**config.mk**
```make
export PLATFORM = sky130hd
export DESIGN_NAME = csp_port
export DESIGN_NICKNAME = d
export VERILOG_FILES = /design/src/include/csp_pkg.sv /design/src/csp_port.sv
export SDC_FILE = /design/constraint.sdc
export NUM_CORES = 1
export LEC_CHECK = 0
export BUFFER_PORTS_ARGS = -buffer_cell sky130_fd_sc_hd__buf_2
export CAP_MARGIN = 30
export CORE_MARGIN = 2
export CORE_UTILIZATION = 39
export DETAILED_ROUTE_END_ITERATION = 12
export PLACE_DENSITY = 0.58
export SLEW_MARGIN = 10
export SYNTH_ARGS = -nofsm -noshare
export SYNTH_HDL_FRONTEND = slang
export SYNTH_SLANG_ARGS = --single-unit
export TNS_END_PERCENT = 50
```
**constraint.sdc**
```tcl
create_clock -name ref_clk -period 3 [get_ports ref_clk]
set_input_delay 0.15 -clock ref_clk [delete_from_list [all_inputs] [get_ports ref_clk]]
set_output_delay 0.15 -clock ref_clk [all_outputs]
set_load 0.02 [all_outputs]
```
**src/include/csp_pkg.sv**
```systemverilog
// ==========================================================
// clocked serial port constants and types
package csp_pkg;
    // register map (byte offsets on the plain register port)
    localparam logic [15:0] CSP_ADDR_MODE = 16'hff80; // serial_mode_control
    localparam logic [15:0] CSP_ADDR_SHIFT = 16'hff81; // shift_register data port
    localparam logic [15:0] CSP_ADDR_BAUD = 16'hff82; // baud divisor for clock select 01
    // reset values
    localparam logic [7:0] CSP_MODE_RESET = 8'h00;
    localparam logic [7:0] CSP_BAUD_RESET = 8'h00;
    // field positions in serial_mode_control
    localparam int CSP_BIT_TXE = 7;
    localparam int CSP_BIT_RXE = 6;
    localparam int CSP_BIT_WUP = 5;
    localparam int CSP_BIT_PSEL = 4;
    localparam int CSP_POS_MODE = 2;
    localparam int CSP_POS_CLS = 0;
    // clock select codes
    localparam logic [1:0] CSP_CLS_EXT = 2'h0;
    localparam logic [1:0] CSP_CLS_BAUD = 2'h1;
    localparam logic [1:0] CSP_CLS_DIV32 = 2'h2;
    localparam logic [1:0] CSP_CLS_DIV8 = 2'h3;
    // mode codes
    localparam logic [1:0] CSP_MODE_MSB = 2'h0;
    localparam logic [1:0] CSP_MODE_LSB = 2'h1;
    localparam logic [1:0] CSP_MODE_BUS = 2'h2;
    // system clock divide ratios per full serial clock period
    localparam int CSP_DIV_SLOW = 32;
    localparam int CSP_DIV_FAST = 8;
    // bits per frame
    localparam int CSP_FRAME_BITS = 8;
    // decoded view of serial_mode_control
    typedef struct packed {
        logic tx_en;      // transmit_enable_bit
        logic rx_en;      // receive_enable_bit
        logic wakeup;     // wakeup_bit
        logic pin_sel;    // data_pin_select
        logic [1:0] mode; // mode_select_high/low
        logic [1:0] cls;  // clock_select_high/low
    } csp_mode_t;
    // register port request
    typedef struct packed {
        logic [15:0] addr;
        logic [7:0] wdata;
        logic wr;
        logic rd;
    } csp_req_t;
endpackage : csp_pkg

```
**src/csp_port.sv**
```systemverilog
`timescale 1ns/1ps
module csp_port
    import csp_pkg::*;
#(
    parameter int BAUD_W = 8 // not used; the baud divisor baud_q is fixed at 8 bits
) (
    input wire logic ref_clk,
    input wire logic rst,
    input wire csp_req_t req,            // register port request
    output logic [7:0] rdata,           // read data, cycle after read
    input wire logic sck_in,            // serial clock pin level
    output logic sck_out,               // serial clock drive level
    output logic sck_oe,                // serial clock output enable
    input wire logic pin_a_in,          // bus_data_pin_a level (serial out in 3-wire)
    output logic pin_a_out,
    output logic pin_a_oe,
    input wire logic pin_b_in,          // bus_data_pin_b level (serial in in 3-wire)
    output logic pin_b_out,
    output logic pin_b_oe,
    output logic transfer_done_irq      // one-cycle request pulse
);
    // ==========================================================
    // register state
    csp_mode_t mode_q;          // serial_mode_control
    logic [7:0] baud_q;         // baud generator divisor
    logic [7:0] shreg;          // shift_register
    logic [3:0] bit_cnt;        // rising edges seen in frame
    logic busy;                 // frame in progress
    logic sck_lvl;              // generated clock level
    logic sck_prev;             // last sampled external clock
    logic [7:0] div_cnt;        // internal half-period counter
    typedef enum logic [1:0] {CSP_IDLE, CSP_RUN} csp_state_t;
    csp_state_t state;

    // decoded strobes
    logic wr_mode, wr_shift, wr_baud, rd_shift;
    assign wr_mode = req.wr && (req.addr == CSP_ADDR_MODE);
    assign wr_shift = req.wr && (req.addr == CSP_ADDR_SHIFT);
    assign wr_baud = req.wr && (req.addr == CSP_ADDR_BAUD);
    assign rd_shift = req.rd && (req.addr == CSP_ADDR_SHIFT);

    // mode decode: the prohibited code 11 falls back to msb-first three-wire
    logic bus_mode, lsb_first, internal_clk;
    assign bus_mode = (mode_q.mode == CSP_MODE_BUS);
    assign lsb_first = (mode_q.mode == CSP_MODE_LSB);
    assign internal_clk = (mode_q.cls != CSP_CLS_EXT);

    // ==========================================================
    // start conditions
    logic start;
    logic new_rx_en, new_tx_en;
    assign new_rx_en = req.wdata[CSP_BIT_RXE];
    assign new_tx_en = req.wdata[CSP_BIT_TXE];
    always_comb begin
        start = 1'b0;
        if (wr_shift && mode_q.tx_en) begin
            start = 1'b1;
        end else if (wr_mode && new_rx_en && !mode_q.rx_en && !new_tx_en) begin
            start = 1'b1;
        end else if (rd_shift && mode_q.rx_en && !mode_q.tx_en) begin
            start = 1'b1;
        end
    end

    // ==========================================================
    // mode and baud registers
    always_ff @(posedge ref_clk or posedge rst) begin
        if (rst) begin
            mode_q <= csp_mode_t'(CSP_MODE_RESET);
        end else if (wr_mode) begin
            mode_q <= csp_mode_t'(req.wdata);
        end
    end

    always_ff @(posedge ref_clk or posedge rst) begin
        if (rst) begin
            baud_q <= CSP_BAUD_RESET;
        end else if (wr_baud) begin
            baud_q <= req.wdata;
        end
    end

    // ==========================================================
    // internal clock divider: half-period count per select
    logic [7:0] half_len;
    always_comb begin
        case (mode_q.cls)
            CSP_CLS_BAUD: half_len = baud_q; // divider output then halved
            CSP_CLS_DIV32: half_len = 8'((CSP_DIV_SLOW / 2) - 1);
            CSP_CLS_DIV8: half_len = 8'((CSP_DIV_FAST / 2) - 1);
            default: half_len = 8'h00;
        endcase
    end

    // one tick per half period of the generated clock, only inside a frame
    logic half_tick;
    assign half_tick = busy && internal_clk && (div_cnt == half_len);

    always_ff @(posedge ref_clk or posedge rst) begin
        if (rst) begin
            div_cnt <= 8'h00;
        end else if (!busy || half_tick) begin
            div_cnt <= 8'h00;
        end else begin
            div_cnt <= div_cnt + 8'h01;
        end
    end

    // ==========================================================
    // serial clock edges, internal or external
    logic fall_ev, rise_ev;
    always_comb begin
        if (internal_clk) begin
            fall_ev = half_tick && sck_lvl;
            rise_ev = half_tick && !sck_lvl;
        end else begin
            // no frame, no shift
            fall_ev = busy && sck_prev && !sck_in;
            rise_ev = busy && !sck_prev && sck_in;
        end
    end

    // pin level one cycle back; resets to idle high so no false edge follows
    always_ff @(posedge ref_clk or posedge rst) begin
        if (rst) begin
            sck_prev <= 1'b1;
        end else begin
            sck_prev <= sck_in;
        end
    end

    always_ff @(posedge ref_clk or posedge rst) begin
        if (rst) begin
            sck_lvl <= 1'b1;
        end else if (!busy) begin
            sck_lvl <= 1'b1;
        end else if (half_tick) begin
            sck_lvl <= ~sck_lvl;
        end
    end

    // ==========================================================
    // frame state and bit counter
    logic last_rise;
    assign last_rise = rise_ev && (bit_cnt == 4'(CSP_FRAME_BITS - 1));
    logic both_off;
    assign both_off = !mode_q.tx_en && !mode_q.rx_en;

    // frame state: idle until a start, back on the eighth rise or an abort
    always_ff @(posedge ref_clk or posedge rst) begin
        if (rst) begin
            state <= CSP_IDLE;
        end else begin
            case (state)
                CSP_IDLE: if (start) state <= CSP_RUN;
                CSP_RUN: if (last_rise || both_off) state <= CSP_IDLE;
                default: state <= CSP_IDLE;
            endcase
        end
    end
    assign busy = (state == CSP_RUN);

    always_ff @(posedge ref_clk or posedge rst) begin
        if (rst) begin
            bit_cnt <= 4'h0;
        end else if (start || both_off || last_rise) begin
            bit_cnt <= 4'h0;
        end else if (rise_ev) begin
            bit_cnt <= bit_cnt + 4'h1;
        end
    end

    // ==========================================================
    // shift register
    logic rx_bit;
    always_comb begin
        if (!mode_q.rx_en) begin
            rx_bit = 1'b0;
        end else if (bus_mode) begin
            rx_bit = mode_q.pin_sel ? pin_b_in : pin_a_in;
        end else begin
            rx_bit = pin_b_in;
        end
    end

    always_ff @(posedge ref_clk or posedge rst) begin
        if (rst) begin
            shreg <= 8'h00;
        end else if (wr_shift) begin
            shreg <= req.wdata;
        end else if (rise_ev) begin
            if (lsb_first) begin
                shreg <= {rx_bit, shreg[7:1]};
            end else begin
                shreg <= {shreg[6:0], rx_bit};
            end
        end
    end

    // serial output bit, updated on falling edge
    logic tx_lvl;
    always_ff @(posedge ref_clk or posedge rst) begin
        if (rst) begin
            tx_lvl <= 1'b1;
        end else if (fall_ev) begin
            tx_lvl <= lsb_first ? shreg[0] : shreg[7];
        end
    end

    // ==========================================================
    // pin drives, registered
    logic data_oe_next;
    assign data_oe_next = mode_q.tx_en && !(bus_mode && mode_q.wakeup);

    always_ff @(posedge ref_clk or posedge rst) begin
        if (rst) begin
            sck_out <= 1'b1;
            sck_oe <= 1'b0;
            pin_a_out <= 1'b1;
            pin_a_oe <= 1'b0;
            pin_b_out <= 1'b1;
            pin_b_oe <= 1'b0;
        end else begin
            sck_out <= sck_lvl;
            sck_oe <= internal_clk;
            if (bus_mode) begin
                // open drain: drive low only
                pin_a_out <= 1'b0;
                pin_b_out <= 1'b0;
                pin_a_oe <= data_oe_next && !mode_q.pin_sel && !tx_lvl;
                pin_b_oe <= data_oe_next && mode_q.pin_sel && !tx_lvl;
            end else begin
                pin_a_out <= tx_lvl;
                pin_a_oe <= data_oe_next;
                pin_b_out <= 1'b1;
                pin_b_oe <= 1'b0;
            end
        end
    end

    // ==========================================================
    // completion request and read data
    always_ff @(posedge ref_clk or posedge rst) begin
        if (rst) begin
            transfer_done_irq <= 1'b0;
        end else begin
            transfer_done_irq <= last_rise && !mode_q.wakeup;
        end
    end

    // read data stand one cycle after the strobe and are zero otherwise
    always_ff @(posedge ref_clk or posedge rst) begin
        if (rst) begin
            rdata <= 8'h00;
        end else if (req.rd) begin
            case (req.addr)
                CSP_ADDR_MODE: rdata <= mode_q;
                CSP_ADDR_SHIFT: rdata <= shreg;
                CSP_ADDR_BAUD: rdata <= baud_q;
                default: rdata <= 8'h00;
            endcase
        end else begin
            rdata <= 8'h00;
        end
    end
endmodule : csp_port

```
# Word level (Yosys, flattened, before mapping)
# Index checks and enable logic that the tools add are counted.
totals:
  out_inout_bits: 15
  word_cells: 113
  register_bits: 56
op_classes:
  mux: 27
  n_reduce_logical: 47
  n_eq_ne: 14
  addsub: 2
  bitwise_logic: 1
op_table:
  columns: ["cell", "n"]
  rows:
  - ["$eq 16x16->1 const B", 3]
  - ["$pmux 8 s3", 2]
  - ["$mux 8", 5]
  - ["$logic_and 1x1->1", 27]
  - ["$mux 1", 15]
  - ["$logic_not 1->1", 11]
  - ["$add 8x1->8 const B", 1]
  - ["$eq 8x8->1", 1]
  - ["$mux 4", 2]
  - ["$eq 2x1->1 const B", 3]
  - ["$eq 2x2->1 const B", 3]
  - ["$reduce_bool 2->1", 3]
  - ["$add 4x1->4 const B", 1]
  - ["$eq 4x3->1 const B", 1]
  - ["$logic_or 1x1->1", 4]
  - ["$mux 2", 2]
  - ["$ne 2x1->1 const B", 2]
  - ["$pmux 2 s2", 1]
  - ["$logic_not 2->1", 1]
  - ["$ne 2x2->1 const B", 1]
  - ["$reduce_and 2->1", 1]
  - ["$not 1->1", 1]

# Longest topological paths before layout
# Gate-level depths: netlist of run 1.
logic_depth:
  ltp_word: 10
  mapped_depth: 9
  ltp_nobuf: 7

# Worst setup path after synthesis of run 1
# OpenSTA, ideal clock, no wires.
synth_timing:
  path_type: "reg2reg"
  start: "reg mode_q[1] in the netlist's numbering"
  end: "reg bit_cnt[3]"
  setup_slack_ns: 0.874
  required_ns: 2.923
  path_stages_with_launch: 8
  path_buffers: 0
  arrival_ns: 2.048
  cell_sequence: "dfrtp_1 > nand3b_1 > or4b_1 > o221ai_2 > nand4_4 > o21a_1 > or4_1 > a21oi_1"
synth_between:
  elab_chain_cells: 9
  elab_cells_between_ends: 14
  cone_classes: "eq/ne (4); mux (3); reduce/logical (7)"
synth_lines:
  columns: ["item", "line", "text"]
  rows:
  - ["start, declared", "csp_port.sv:24", "csp_mode_t mode_q;"]
  - ["start signal, assigned", "csp_port.sv:69", "mode_q <= csp_mode_t'(CSP_MODE_RESET);"]
  - ["start signal, assigned", "csp_port.sv:71", "mode_q <= csp_mode_t'(req.wdata);"]
  - ["$eq 2x2->1 or $eq 2x1->1 (tied branches)", "csp_port.sv:87", "case (mode_q.cls)"]
  - ["$pmux 8 s3", "csp_port.sv:87", null]
  - ["$eq 8x8->1", "csp_port.sv:97", "assign half_tick = busy && internal_clk && (div_cnt == half_len);"]
  - ["$logic_and 1x1->1", "csp_port.sv:97", null]
  - ["$logic_and 1x1->1", "csp_port.sv:115", "rise_ev = half_tick && !sck_lvl;"]
  - ["$mux 1 *", "csp_port.sv:113", "if (internal_clk) begin"]
  - ["$logic_and 1x1->1", "csp_port.sv:145", "assign last_rise = rise_ev && (bit_cnt == 4'(CSP_FRAME_BITS - 1));"]
  - ["$logic_or 1x1->1", "csp_port.sv:166", "end else if (start || both_off || last_rise) begin"]
  - ["$mux 4 or $reduce_bool 2->1 (tied branches)", null, null]
  - ["end signal, assigned", "csp_port.sv:169", "bit_cnt <= bit_cnt + 4'h1;"]
  - ["end, declared", "csp_port.sv:27", "logic [3:0] bit_cnt;"]
# Every way passes the cells marked *; elsewhere a longest branch is shown, timed or not.
# A chain may end at the register's enable or synchronous reset.

# Worst setup path in the final report of run 1
# Same ends and word-level chain as after synthesis.

==> results of run 1 <==
-- layout make-up --
| cell class | instances | share of cell area |
|---|---|---|
| clock buffer | 6 | 0.0212 |
| clock inverter | 2 | 0.0176 |
| inverter | 8 | 0.00878 |
| multi-input combinational | 227 | 0.431 |
| sequential | 55 | 0.404 |
| tap | 99 | 0.0362 |
| timing repair buffer | 51 | 0.0804 |
-- registers in the layout, indices dropped and copies added (netlist names) --
name               flops
mode_q                 8
sck_prev               1
rdata                  8
sck_lvl                1
transfer_done_irq      1
sck_oe                 1
baud_q                 8
tx_lvl                 1
bit_cnt                4
div_cnt                8
sck_out                1
pin_a_oe               1
pin_b_out              1
pin_a_out              1
state                  1
shreg                  8
pin_b_oe               1
-- tightest hold or removal path, stage by stage --
cell	delay [ns]
buf_2	0.11
nand2_1	0.05
o21ai_0	0.06
-- report_power, final --
part | internal [µW] | total (µW) | switching (µW)
combinational | 27.9 | 70.5 | 42.6
sequential | 743 | 744 | 1.22
clock | 334 | 580 | 246
-- stage by stage --
stage               cells  total power, µW  cell area (µm²)  hold slack [ns]  utilization
floorplan             305              792             2950            0.154            -
global placement      438              829             3270            0.276        0.448
detailed placement    438              829             3270            0.280        0.448
CTS                   448             1410             3420           0.0902        0.469
global route          448             1450             3420            0.105        0.469
finish                448             1390             3420           0.0897        0.469
-- layer usage --
layer  GRT usage  part of all wire
met1       0.260              0.47
met2       0.289              0.47
met3      0.0266             0.045
met4      0.0568             0.016
met5           0                 0
-- synth_stat cells (4+ instances only) --
library cell / instances
dfrtp_1: 49
nor2_1: 32
nand2_1: 26
nand3_1: 20
mux2i_1: 19
mux2_2: 15
o21ai_0: 15
a21oi_1: 14
nand4_1: 12
clkbuf_1: 9
inv_1: 8
xor2_1: 8
dfstp_2: 6
or3_1: 6
and3_1: 4
buf_2: 4
xnor2_1: 4
-- how the worst max path moves through the flow --
stage	to	slack [ns]	depth (start not counted)
2_1_floorplan	bit_cnt[3]	0.87	7
3_3_place_gp	mode_q[5]	0.66	6
3_5_place_dp	mode_q[5]	0.58	6
4_1_cts	bit_cnt[3]	0.61	7
5_1_grt	bit_cnt[3]	0.43	7
6_report	bit_cnt[3]	0.62	7
-- cell usage in the layout, fill, tap and decap left out, drive strengths merged, types with 2 or more instances in the layout --
cell and n:
nand2 26, clkbuf 6, or3 6, mux2 15
nor3 3, xnor2 4, dfstp 6, nor4 3
a21oi 14, nor2b 3, nor2 32, xor2 8
bufinv 2, nand2b 3, dlygate4sd3 2, o21a 3
nand3b 3, inv 8, o21ai 18, a31oi 3
nor4bb 3, mux2i 19, buf 49, nand4 13
or4b 2, ha 2, o22ai 2, nand3 20
nand4b 3, dfrtp 49, and3 4, and2 3
-- cell families (layout without fill, tap and decap cells) --
group                      after synthesis  in the layout  synth area share
DFF                                     55             55             0.469
xor gates and xnor gates                12             12            0.0356
buffers and inverters                   23             67            0.0309
adders and majority gates                2              2           0.00848
and+or+nand+nor                        129            129             0.231
muxes                                   34             34             0.122
AOI/OAI and AO/OA                       50             50             0.104
==> out/qor.csv, run 1 <==
metric;value;unit
antenna_left;0;
r2r_cells;7;
postSynthNetCount;338;
reg2reg_slack;0.62;ns
holdCritPathClass;input port to flop;
ys_types;46;
insertion_delay;0.31;ns
fin_skew;0.0105;ns
cts_sinks;55;
r2r-end;bit_cnt[3];
crit_path_start;mode_q[1];
cts_setup_buffers;0;
die_x;91.0;µm
grt_max_degree;35;
via_per_inst;5.40;
cp-start-kind;flop;
p_leak;0.00166;µW
peakVddDrop;0.192;mV
overflow;0;
seq_area_frac_synth;0.469;
min_from;req[2];
crit_family;simple AND/OR/NAND/NOR gates;
post-place-ws;0.577;ns
status;finished, final reports clean;
ys_ff_latch;55;
drtIter0Drc;190;
core.rowCount;31;
htree_levels;2;
cts-root-buf;clkbuf_8;
cp_num_buf_inv;0;
clockBufferDepth;2;
setup_tns;0;ns
multi_input_area;1480;µm²
yosysTopAreaCellShare;0.415;
num-nets-final;381;
pin_count;46;
crit_chain;nand3b_1 > or4b_1 > o221ai_2 > nand4_4 > o21a_1 > or4_1 > a21oi_1;
crit_slowest_cell;dfrtp_1;
place_hpwl;5270;µm
tightest_slew;0.719;ns
yosysWarnings;0;
dieArea;8280;µm²
cp.required;3.24;ns
min_period_over_period;0.793;
cts_made_buffers;5;
holdPathEnd;shreg[0];
arrival;2.62;ns
grt_antenna_before_repair;0;
drive_above_1_share;0.235;
start_util;0.405;
post_drt_wl_per_cell;15.9;µm
endpoint_kind;flop;
cp_max_fo;12;
hold_depth;3;
worst_slack;0.620;ns
cts_resized;0;
drv_cap;0;
finalCriticalPeriod;2.38;ns
die_h;91.0;µm
criticalPathCategory;flop to flop;
ctsHoldBuffers;2;
slowest_delay;0.51;ns
port-buffer-count;45;
fillers;732;
syn_to_final_growth;15.9;%
timing.fmax;420;MHz
cts_tree;yes;
synth_edf_count;0;
grt_pass1_wl;12100;µm
avgSynthCellArea;9.68;µm²
p_per_area;408;nW/µm²
synthTopCellsByArea;dfrtp_1 (42%), mux2i_1 (6.4%), mux2_2 (5.7%);
yosys_most_used_dff;dfrtp_1;
syn-cell-area;2950;µm²
drtPass1Iterations;4;
setup_violations;0;
clkTransAtPathRegs;0.10;ns
rr_startpoint;mode_q[1];
num_antenna_cells;0;
core_area;7290;µm²
globalRouteTotalUtil;0.183;
rsz0062_at_grt;no;
drv_slew;0;
grt_pass1_vias;2296;
seqCellArea;1380;µm²
synth_top_area_cell;dfrtp_1;
vias;2417;
finalHoldViolCount;0;
async_reset_ff_frac;1.00;
gp_congestion;0.798;
maxSlewHeadroom;0.520;
routed_wl;7120;µm
drcViolationCount;0;
synthCells;305;
(Power assumes the default switching activity.)
==> run 2: changes to the inputs <==
Settings changed: ABC_AREA from default to 1, PLACE_DENSITY 0.58 to 0.6.
Clock period 3 ns to 2 ns, I/O delays scaled along.
==> run 2 against run 1 <==
Register-to-register slack got worse by 0.35 ns. Largest power group unchanged. Highest routed layer unchanged. Critical endpoint is now bit_cnt[1]. Worst setup slack worse by 0.35 ns. Largest cell class unchanged. Global-route usage is 0.54 points higher. Die area rose by 2.6%. Fmax is 38% higher. Clock skew barely moved. Power is 48% higher. Sequential cell count is the same. Via count is 10% higher.
==> out/qor.csv, run 2 <==
metric;value;unit
core_area;7650;µm²
setup_tns;0;ns
drcViolationCount;0;
grt_util_met2;0.296;
insertion_delay;0.31;ns
overflow;0;
criticalPathCategory;flop to flop;
routed_wl;7260;µm
arrival;1.92;ns
yosys-top-cells-count;nand2_1 (127), inv_1 (51), dfrtp_1 (49), nand3_1 (36), nor2_1 (33);
synth_most_common_cell;nand2_1;
design_area;3520;µm²
maxSlewHeadroom;0.539;
cts_tree;yes;
core.rowCount;32;
drv_slew;0;
synth_top_area_cell;dfrtp_1;
globalRouteTotalUtil;0.188;
crit_path_start;mode_q[1];
cp.required;2.20;ns
syn_to_final_growth;16.2;%
clkTransAtPathRegs;0.10;ns
cts_sinks;55;
async_reset_ff_frac;1.00;
yosysWarnings;0;
grt_pass1_vias;2646;
met3_usage;0.0345;
antenna_left;0;
start_util;0.397;
syn-cell-area;3030;µm²
postSynthNetCount;432;
synthSimpleGateAreaFrac;0.349;
fin_skew;0.0107;ns
post_drt_wl_per_cell;13.2;µm
crit_chain;nor2_8 > nand2_2 > nand2_1 > nand3_1 > nor2_2 > nand3_4 > nand2_4 > nand2_2 > nand2_2 > a21oi_1;
finalPower;2070;µW
finalHoldViolCount;0;
synthTopCellsByArea;dfrtp_1 (40%), nand2_1 (16%), inv_1 (6.3%);
min_period_over_period;0.864;
p_per_area;586;nW/µm²
seq_area_frac_synth;0.456;
layout_commonest_cell;nand2_1;
rsz0062_at_grt;no;
cp_max_fo;8;
num_antenna_cells;0;
synth_top_family_by_area;simple AND/OR/NAND/NOR gates;
port-buffer-count;45;
synthCells;399;
dieArea;8500;µm²
drv_cap;0;
holdCritPathClass;input port to flop;
htree_levels;2;
tightest_slew;0.691;ns
place_hpwl;5530;µm
crit_slowest_cell;dfrtp_2;
ys_types;35;
p_leak;0.00181;µW
r2r_cells;10;
status;finished, final reports clean;
dpl-instance-area;3350;µm²
synth_edf_count;0;
grt_pass1_wl;12800;µm
slowest_delay;0.50;ns
synthAdderAreaFrac;0.00825;
yosys_most_used_dff;dfrtp_1;
rr_startpoint;mode_q[1];
cp-start-kind;flop;
avgSynthCellArea;7.60;µm²
gp_congestion;0.835;
vias;2662;
die_x;92.2;µm
ys_ff_latch;55;
setup_violations;0;
drive_above_1_share;0.213;
synth-xor-area-share;0.00578;
grt-busiest-layer;met2;
num-nets-final;482;
die_h;92.2;µm
drtPass1Iterations;5;
timing.fmax;579;MHz
cp_common_cell;nand2_2;
drtIter0Drc;108;
cts_made_buffers;5;
final_cell_mix;nand2_1 (126), inv_1 (50), dfrtp_1 (47), buf_2 (45), nand3_1 (36);
via_per_inst;4.82;
grt_antenna_before_repair;0;
cts-root-buf;clkbuf_8;
yosysTopAreaCellShare;0.404;
grt_max_degree;56;
clockBufferDepth;2;
peakVddDrop;0.254;mV
min_from;req[2];
muxShareOfSynthArea;0;
finalCriticalPeriod;1.73;ns
hold_depth;3;
met1_usage;0.271;
synth_compound_area_frac;0.0941;
endpoint_kind;flop;
reg2reg_slack;0.27;ns
pin_count;46;
## run 2: cell count changes in the layout (fill, tap and decap cells not counted), moves of 5 or more
cell / before / now
nand4_1: 12 / 2
mux2i_1: 19 / 0
a21oi_1: 14 / 6
nand3_1: 20 / 36
o21ai_2: 1 / 8
or3_1: 6 / 0
mux2_2: 15 / 0
nand2_1: 26 / 126
nand2_2: 0 / 6
inv_1: 7 / 50
xor2_1: 8 / 2
o21ai_0: 15 / 20
o211ai_1: 0 / 5
## run 2: cells by family (layout without fill, tap and decap cells)
| logic type | after synthesis | after routing |
|---|---|---|
| buf+inv | 62 | 113 |
| flops | 55 | 55 |
| compound gates | 47 | 47 |
| fa+ha+maj | 2 | 2 |
| simple gates | 231 | 231 |
| xor+xnor | 2 | 2 |
## run 2: worst max-delay path: cells and delay by family (launching register included)
| kind | cells | cell delay [ns] |
|---|---|---|
| flip-flops | 1 | 0.50 |
| AO/OA/AOI/OAI | 1 | 0.05 |
| AND/OR/NAND/NOR | 9 | 1.08 |
## run 2: report_power, final
part           switching (µW)  leakage [µW]  internal [µW]  total (µW)
Sequential              0.879      0.000739           1110        1110
Clock                     366     0.0000654            501         866
Combinational            55.2       0.00101           30.9        86.1
Total                     422       0.00181           1650        2070
## run 2: per-stage QoR
stage                     cells  hold slack (ns)  setup WS (ns)  utilization
final                       552           0.0926          0.273        0.461
after global routing        552           0.0958         0.0467        0.461
after CTS                   551           0.0785          0.133        0.458
after detailed placement    541            0.225          0.140        0.438
after global placement      541            0.221          0.179        0.438
after floorplan             399            0.104          0.438            -
## run 2: metal layers
metal  share of wire  up-vias  wire [µm]
met5               0        -          0
met4           0.011        0         80
met3           0.035        6        253
met2            0.45       46       3270
met1            0.50     1248       3660
li1                -     1362          -
## run 2: final timing paths
path                         endpoint
min in group asynchronous    pin_b_oe
max in group asynchronous   mode_q[0]
min                         baud_q[0]
max reg2reg                bit_cnt[1]
max                        bit_cnt[1]
min reg2reg                   sck_out
## run 2: repair_timing
item | CTS | global route
setup buffers | 0 | 1
setup endpoints to repair | 0 | 8
gates resized for setup | 0 | 4
hold endpoints to repair | 15 | 0
hold buffers | 2 | 0
## run 2: area by class of cell
class	count	area, µm²
fill	761	4120
multi-input combinational	282	1400
sequential	55	1390
timing repair buffer	51	275
inverter	54	205
tap	102	128
clock buffer	6	72.6
clock inverter	2	60.1
